`src/rtl/meb_pkg.sv`:
```
package meb_pkg;

  // Build-time defaults
  localparam int DEF_DATA_W      = 32;
  localparam int DEF_ADDR_W      = 32;
  localparam int MAX_ADDR_W      = 32;
  localparam int BYTE_W          = 8;

  // Decoded range is a count times a unit
  localparam longint unsigned UNIT_BYTES  = 64'h1;
  localparam longint unsigned UNIT_KBYTES = 64'h400;
  localparam longint unsigned UNIT_MBYTES = 64'h10_0000;
  localparam longint unsigned DEF_RANGE_COUNT = 64'h400;

  // No length is given for the time-out; plain default in clock cycles
  localparam int DEF_TIMEOUT_CYCLES = 256;

  // Direction encoding on the external bus
  localparam logic DIR_READ  = 1'b1;
  localparam logic DIR_WRITE = 1'b0;

  typedef enum logic [2:0] {
    ST_IDLE,
    ST_SETUP,
    ST_WAIT,
    ST_CAPTURE,
    ST_DONE
  } meb_state_type;

endpackage : meb_pkg

```
`src/rtl/meb_bridge.sv`:
```
`timescale 1ns/1ps
`default_nettype none

// What this block does
// - External address is at most 32 bits and aligned to the data size.
// - Data paths share one width of 8 to 128 bits; lanes are width/8.
// - Each active-high lane bit marks a data byte taking part in the transfer.
// - While transfer valid is high, all other outgoing bus signals are valid.
// - Direction is 1 for read, 0 for write.
// - Address, direction, lanes and data settle one cycle before transfer valid rises.
// - Peripheral interrupt line is passed back upstream.
// - A time-out ends a stalled transfer so the fabric never hangs.
// - Registering adds one cycle to writes and two cycles to reads.
// - Decoded range is 1 to 1024 units of bytes, kilobytes or megabytes.
module meb_bridge #(
  parameter int              DATA_W         = meb_pkg::DEF_DATA_W,
  parameter int              ADDR_W         = meb_pkg::DEF_ADDR_W,
  parameter longint unsigned RANGE_COUNT    = meb_pkg::DEF_RANGE_COUNT,
  parameter longint unsigned RANGE_UNIT     = meb_pkg::UNIT_BYTES,
  parameter int              TIMEOUT_CYCLES = meb_pkg::DEF_TIMEOUT_CYCLES
) (
  // Clock and reset
  input  wire logic                  clk,
  input  wire logic                  reset_n,
  // Upstream fabric slave
  input  wire logic                  upSelect,
  input  wire logic                  upRead,
  input  wire logic                  upWrite,
  input  wire logic [ADDR_W-1:0]     upAddress,
  input  wire logic [DATA_W/8-1:0]   upLanes,
  input  wire logic [DATA_W-1:0]     upWrData,
  output logic      [DATA_W-1:0]     upRdData,
  output logic                       upWaitRequest,
  output logic                       upTimedOut,
  output logic                       upIrq,
  // External peripheral bus
  output logic      [ADDR_W-1:0]     extAddress,
  output logic      [DATA_W-1:0]     wrPayload,
  output logic      [DATA_W/8-1:0]   laneSelect,
  output logic                       isRead,
  output logic                       transferValid,
  input  wire logic [DATA_W-1:0]     rdPayload,
  input  wire logic                  doneStrobe,
  input  wire logic                  periphIrq
);

  localparam int              LANES    = DATA_W / meb_pkg::BYTE_W;
  localparam int              LOW_BITS = (LANES > 1) ? $clog2(LANES) : 1;
  localparam longint unsigned LIMIT    = RANGE_COUNT * RANGE_UNIT;
  localparam int              CNT_W    = $clog2(TIMEOUT_CYCLES + 1);
  localparam logic [CNT_W-1:0] CNT_LAST = CNT_W'(TIMEOUT_CYCLES - 1);

  initial begin
    if (ADDR_W > meb_pkg::MAX_ADDR_W || DATA_W % meb_pkg::BYTE_W != 0 || DATA_W > 128) begin
      $error("meb_bridge: unsupported width");
    end
  end

  meb_pkg::meb_state_type state_ff;
  meb_pkg::meb_state_type nxt_state;

  logic [ADDR_W-1:0] extAddress_ff;
  logic [DATA_W-1:0] wrPayload_ff;
  logic [LANES-1:0]  laneSelect_ff;
  logic              isRead_ff;
  logic              transferValid_ff;
  logic [DATA_W-1:0] upRdData_ff;
  logic              upWaitRequest_ff;
  logic              upTimedOut_ff;
  logic              upIrq_ff;
  logic [CNT_W-1:0]  waitCnt_ff;

  logic              take;
  logic              inRange;
  logic              expired;
  logic [ADDR_W-1:0] alignMask;

  assign take    = upSelect && (upRead || upWrite);
  assign inRange = 64'(upAddress) < LIMIT;
  assign expired = (waitCnt_ff == CNT_LAST) && !doneStrobe;

  // Low address bits cleared so the bus address matches the data size
  generate
    if (LANES > 1) begin : g_align
      assign alignMask = {{(ADDR_W-LOW_BITS){1'b1}}, {LOW_BITS{1'b0}}};
    end else begin : g_noalign
      assign alignMask = '1;
    end
  endgenerate

  always_comb begin
    nxt_state = state_ff;
    case (state_ff)
      meb_pkg::ST_IDLE: begin
        if (take) begin
          nxt_state = inRange ? meb_pkg::ST_SETUP : meb_pkg::ST_DONE;
        end
      end
      meb_pkg::ST_SETUP: begin
        nxt_state = meb_pkg::ST_WAIT;
      end
      meb_pkg::ST_WAIT: begin
        if (doneStrobe) begin
          nxt_state = isRead_ff ? meb_pkg::ST_CAPTURE : meb_pkg::ST_DONE;
        end else if (expired) begin
          nxt_state = meb_pkg::ST_DONE;
        end
      end
      meb_pkg::ST_CAPTURE: begin
        nxt_state = meb_pkg::ST_DONE;
      end
      meb_pkg::ST_DONE: begin
        nxt_state = meb_pkg::ST_IDLE;
      end
      default: begin
        nxt_state = meb_pkg::ST_IDLE;
      end
    endcase
  end

  always_ff @(posedge clk or negedge reset_n) begin
    if (!reset_n) begin
      state_ff <= meb_pkg::ST_IDLE;
    end else begin
      state_ff <= nxt_state;
    end
  end

  // Request fields latched once and held for the whole transfer
  always_ff @(posedge clk or negedge reset_n) begin
    if (!reset_n) begin
      extAddress_ff <= '0;
      wrPayload_ff  <= '0;
      laneSelect_ff <= '0;
      isRead_ff     <= meb_pkg::DIR_WRITE;
    end else if (state_ff == meb_pkg::ST_IDLE && take && inRange) begin
      extAddress_ff <= upAddress & alignMask;
      wrPayload_ff  <= upWrData;
      laneSelect_ff <= upLanes;
      isRead_ff     <= upRead ? meb_pkg::DIR_READ : meb_pkg::DIR_WRITE;
    end
  end

  // Valid rises only after the fields have stood a cycle
  always_ff @(posedge clk or negedge reset_n) begin
    if (!reset_n) begin
      transferValid_ff <= 1'b0;
    end else if (state_ff == meb_pkg::ST_SETUP) begin
      transferValid_ff <= 1'b1;
    end else if (state_ff == meb_pkg::ST_WAIT && (doneStrobe || expired)) begin
      transferValid_ff <= 1'b0;
    end
  end

  // Counts cycles with valid high; cleared in every state other than WAIT
  always_ff @(posedge clk or negedge reset_n) begin
    if (!reset_n) begin
      waitCnt_ff <= '0;
    end else if (state_ff == meb_pkg::ST_WAIT) begin
      waitCnt_ff <= waitCnt_ff + CNT_W'(1);
    end else begin
      waitCnt_ff <= '0;
    end
  end

  // Read data captured on the completion strobe; a lone strobe pulse is assumed
  always_ff @(posedge clk or negedge reset_n) begin
    if (!reset_n) begin
      upRdData_ff <= '0;
    end else if (state_ff == meb_pkg::ST_IDLE && take) begin
      upRdData_ff <= '0;
    end else if (state_ff == meb_pkg::ST_WAIT && doneStrobe && isRead_ff) begin
      upRdData_ff <= rdPayload;
    end
  end

  // Wait request held high except for the single completing cycle
  always_ff @(posedge clk or negedge reset_n) begin
    if (!reset_n) begin
      upWaitRequest_ff <= 1'b1;
    end else begin
      upWaitRequest_ff <= (nxt_state != meb_pkg::ST_DONE);
    end
  end

  // Flags an access that ended by time-out; read data is then zero
  always_ff @(posedge clk or negedge reset_n) begin
    if (!reset_n) begin
      upTimedOut_ff <= 1'b0;
    end else if (state_ff == meb_pkg::ST_WAIT && expired) begin
      upTimedOut_ff <= 1'b1;
    end else if (state_ff == meb_pkg::ST_IDLE && take) begin
      upTimedOut_ff <= 1'b0;
    end
  end

  // Same clock as the peripheral, so one register and no synchroniser
  always_ff @(posedge clk or negedge reset_n) begin
    if (!reset_n) begin
      upIrq_ff <= 1'b0;
    end else begin
      upIrq_ff <= periphIrq;
    end
  end

  assign extAddress    = extAddress_ff;
  assign wrPayload     = wrPayload_ff;
  assign laneSelect    = laneSelect_ff;
  assign isRead        = isRead_ff;
  assign transferValid = transferValid_ff;
  assign upRdData      = upRdData_ff;
  assign upWaitRequest = upWaitRequest_ff;
  assign upTimedOut    = upTimedOut_ff;
  assign upIrq         = upIrq_ff;

  // Checks
  logic [CNT_W:0] validRun_ff;

  always_ff @(posedge clk or negedge reset_n) begin
    if (!reset_n) begin
      validRun_ff <= '0;
    end else if (transferValid_ff) begin
      validRun_ff <= validRun_ff + (CNT_W+1)'(1);
    end else begin
      validRun_ff <= '0;
    end
  end
endmodule : meb_bridge

`default_nettype wire

```
`config.mk`:
```
export PLATFORM = sky130hd
export DESIGN_NAME = meb_bridge
export DESIGN_NICKNAME = d
export VERILOG_FILES = /design/src/rtl/meb_pkg.sv /design/src/rtl/meb_bridge.sv
export SDC_FILE = /design/constraint.sdc
export NUM_CORES = 1
export LEC_CHECK = 0
export ABC_AREA = 0
export BUFFER_PORTS_ARGS = -buffer_cell sky130_fd_sc_hd__buf_2
export CORE_ASPECT_RATIO = 1.25
export CORE_MARGIN = 2
export CORE_UTILIZATION = 45
export CTS_CLUSTER_DIAMETER = 120
export DETAILED_ROUTE_END_ITERATION = 16
export PLACE_DENSITY = 0.79
export SYNTH_ARGS = -nofsm -noshare
export SYNTH_HDL_FRONTEND = slang
export SYNTH_SLANG_ARGS = --single-unit
```
`constraint.sdc`:
```
create_clock -name clk -period 2.1 [get_ports clk]
set_input_delay 0.105 -clock clk [delete_from_list [all_inputs] [get_ports clk]]
set_output_delay 0.105 -clock clk [all_outputs]
set_load 0.05 [all_outputs]
```
==> flow_metrics.tcl <==
set metrics [dict create \
    portBuffers 207 \
    core_area_um2 9223 \
    dp_cells 614 \
    root_buffer "clkbuf_16" \
    p_total_w 0.005706 \
    diodes 0 \
    holdWs_ps 37.15 \
    cp_data_required_time_ps 2430 \
    final_area_um2 6944 \
    tritoncts "yes" \
    gr-total-overflow 0 \
    synthMuxAreaShare_pct 11.97 \
    syn_avg_cell_area_um2 14.78 \
    pwr_density_cell_nw_per_um2 821.8 \
    grt_setup_unrepaired "false" \
    die_w_um 91.59 \
    max_cap_violations 0 \
    synthSimpleGateAreaFrac_pct 8.640 \
    layout-drive-gt1-share_pct 49.17 \
    antenna_left 0 \
    leakage_nw 3.852 \
    start_util_pct 46.79 \
    ys_top_cells_by_count "dfrtp_1, mux2_2, a22o_1" \
    clock_skew_ps 6.627 \
    clk_latency_ps 400 \
    drc_errors 0 \
    nNetsFinal 698 \
    worstMarginPinSlew_ps 642.7 \
    path_cells "or3b_1 -> nor2_4 -> nor2_2 -> buf_12 -> a22o_1" \
    numClockSinks 115 \
    synth_cells 292 \
    post_cts_buffers 0 \
    ys_types 34 \
    async_flop_share_pct 100.0 \
    clockBufferDepth 2 \
    yosysSeqAreaShare_pct 66.71 \
    min_path_type "in2async" \
    synth.area.top_cells "dfrtp_1, mux2_2, a22o_1, nor2b_1, buf_6" \
    timing.fmax_mhz 517.6 \
    grt_pass1_wl_um 19290 \
    synth_top_cell_by_area "dfrtp_1" \
    ys_warn_count 0 \
    cts_buffers 17 \
    hold_violations 0 \
    ys_ff_latch 115 \
    yosys.area_share.xor_xnor_pct 1.015 \
    dieHeight_um 113.5 \
    dpl_cell_area_um2 5492 \
    n_fill_cell 557 \
    path_clk_slew_ps 50 \
    final_cell_count_no_fill 723 \
    tns_ps 0 \
    dr.pass1.iters 4 \
    path_buf_inv 1 \
    dpl.hpwl_um 7219 \
    synth_ff_type "dfrtp_1" \
    fp-row-count 39 \
    finalCritPeriodShare_pct 92.00 \
    grtUsageTotal_pct 24.17 \
    synthAdderAreaFrac_pct 0.5799 \
    crit_path_top_delay_cell "nor2_2" \
    peakVddDrop_mv 0.6138 \
    cts_max_level 4 \
    worstPathMaxFanout 22 \
    worstRegToRegCells 5 \
    synthToLayoutAreaGrowth_pct 60.92 \
    finalMaxSlewViolations 0 \
    cp_num_cells 5 \
    drt_iter0_drc 130 \
    critPathKind "reg2reg" \
    via_per_inst 4.866 \
    critPathLaunchType "flip-flop" \
    antenna_found_initial 0 \
    max_stage_delay_ps 520 \
    synth_compound_area_share_pct 7.915 \
    setup_viol_count_final 0 \
    cp-end-kind "flip-flop" \
    wl_per_cell_um 16.44 \
    pin_count 212 \
    grt_pass1_vias 3930 \
    synth_top_cell_area_share_pct 66.11 \
    slew_headroom_pct 57.11 \
    arrival_ps 2260 \
    syn-cell-area_um2 4315 \
    critical_path.top_delay_family "simple AND/OR/NAND/NOR gates" \
    synth_most_common_cell "dfrtp_1" \
    grt_max_degree 76 \
    totalWireLength_um 11890 \
    synth_edf_count 0 \
    synth_top_family_by_area "multiplexers" \
    via_count 3518 \
    fin_crit_ps 1932 \
    dieArea_um2 10390 \
    gp_congestion 0.8019 \
    status "completed" \
]
==> sequential cells by signal, indices dropped and copies added (netlist names) <==
register       cells
transferValid      1
extAddress        30
upTimedOut         1
laneSelect         4
isRead             1
wrPayload         32
upWaitRequest      1
upIrq              1
state_ff           3
waitCnt_ff         9
upRdData          32
==> timing repair <==
action                                  in CTS  in global routing
endpoints found under the setup margin       0                 22
resized for setup                            0                  1
hold endpoints to repair                   192                  0
hold buffers                                79                  0
==> power by group <==
group	switching, W	leakage, nW	internal, W
clock network	0.000942	0.321	0.00221
registers	0.00000298	1.60	0.00222
logic	0.000137	1.93	0.000185
total	0.00108	3.85	0.00462
==> layout make-up <==
cell class | instances | area (um^2) | area share, %
Clock buffer | 21 | 480.5 | 6.919
Timing Repair Buffer | 293 | 1932 | 27.82
Multi-Input combinational cell | 160 | 1315 | 18.94
Clock inverter | 9 | 176.4 | 2.541
Sequential cell | 115 | 2879 | 41.46
Inverter | 2 | 7.507 | 0.1081
Tap cell | 123 | 153.9 | 2.216
==> layout by cell type, fill, tap and decap left out, types with 2 or more instances in the layout <==
master	count
a21oi_1	2
o21ai_0	3
inv_1	2
a22o_1	33
dfrtp_1	114
nor2b_1	24
dlygate4sd3_1	79
clkinv_2	2
xor2_1	2
o21a_1	2
and3_1	3
nor2_1	14
buf_4	4
ha_1	2
mux2_2	45
clkbuf_8	4
bufinv_16	5
xnor2_1	3
buf_2	206
buf_12	4
nor4_1	5
nand4_1	2
conb_1	2
nand2_1	2
clkbuf_16	17
nand3_1	3
==> metrics by stage <==
step	worst slack, ps	utilization [%]
floorplan	282.8	-
global placement	164.9	59.54
detailed placement	134.4	59.54
CTS	72.92	75.24
global route	34.99	75.30
finish	168.0	75.30
==> routing by layer <==
layer / track usage (%) / vias up / share of wire [%]
li1: - / 1616 / -
met1: 26.25 / 1727 / 38
met2: 44.07 / 151 / 55
met3: 6.407 / 24 / 5.1
met4: 10.61 / 0 / 2.4
met5: 0 / - / 0
==> worst paths after layout <==
kind	start	end	slack (ps)
setup / recovery	state_ff[1]$_DFF_PN0_	upRdData[22]$_DFFE_PN0P_	170
hold / removal	reset_n	wrPayload[14]$_DFFE_PN0P_	40
setup reg to reg	state_ff[1]$_DFF_PN0_	upRdData[22]$_DFFE_PN0P_	170
hold reg to reg	extAddress[15]$_DFFE_PN0P_	extAddress[15]$_DFFE_PN0P_	490
max in group asynchronous	reset_n	upWaitRequest$_DFF_PN1_	1410
min in group clk	doneStrobe	upTimedOut$_DFFE_PN0P_	110
==> cell families (layout without fill, tap and decap cells) <==
logic type	count (synthesis)	count (layout)
other	1	2
adders and majority gates	2	2
buffers and inverters	18	325
xor gates and xnor gates	5	5
AOI/OAI and AO/OA	42	42
muxes	46	46
and+or+nand+nor	63	63
DFF	115	115
Power figures use the tool's default switching activity.
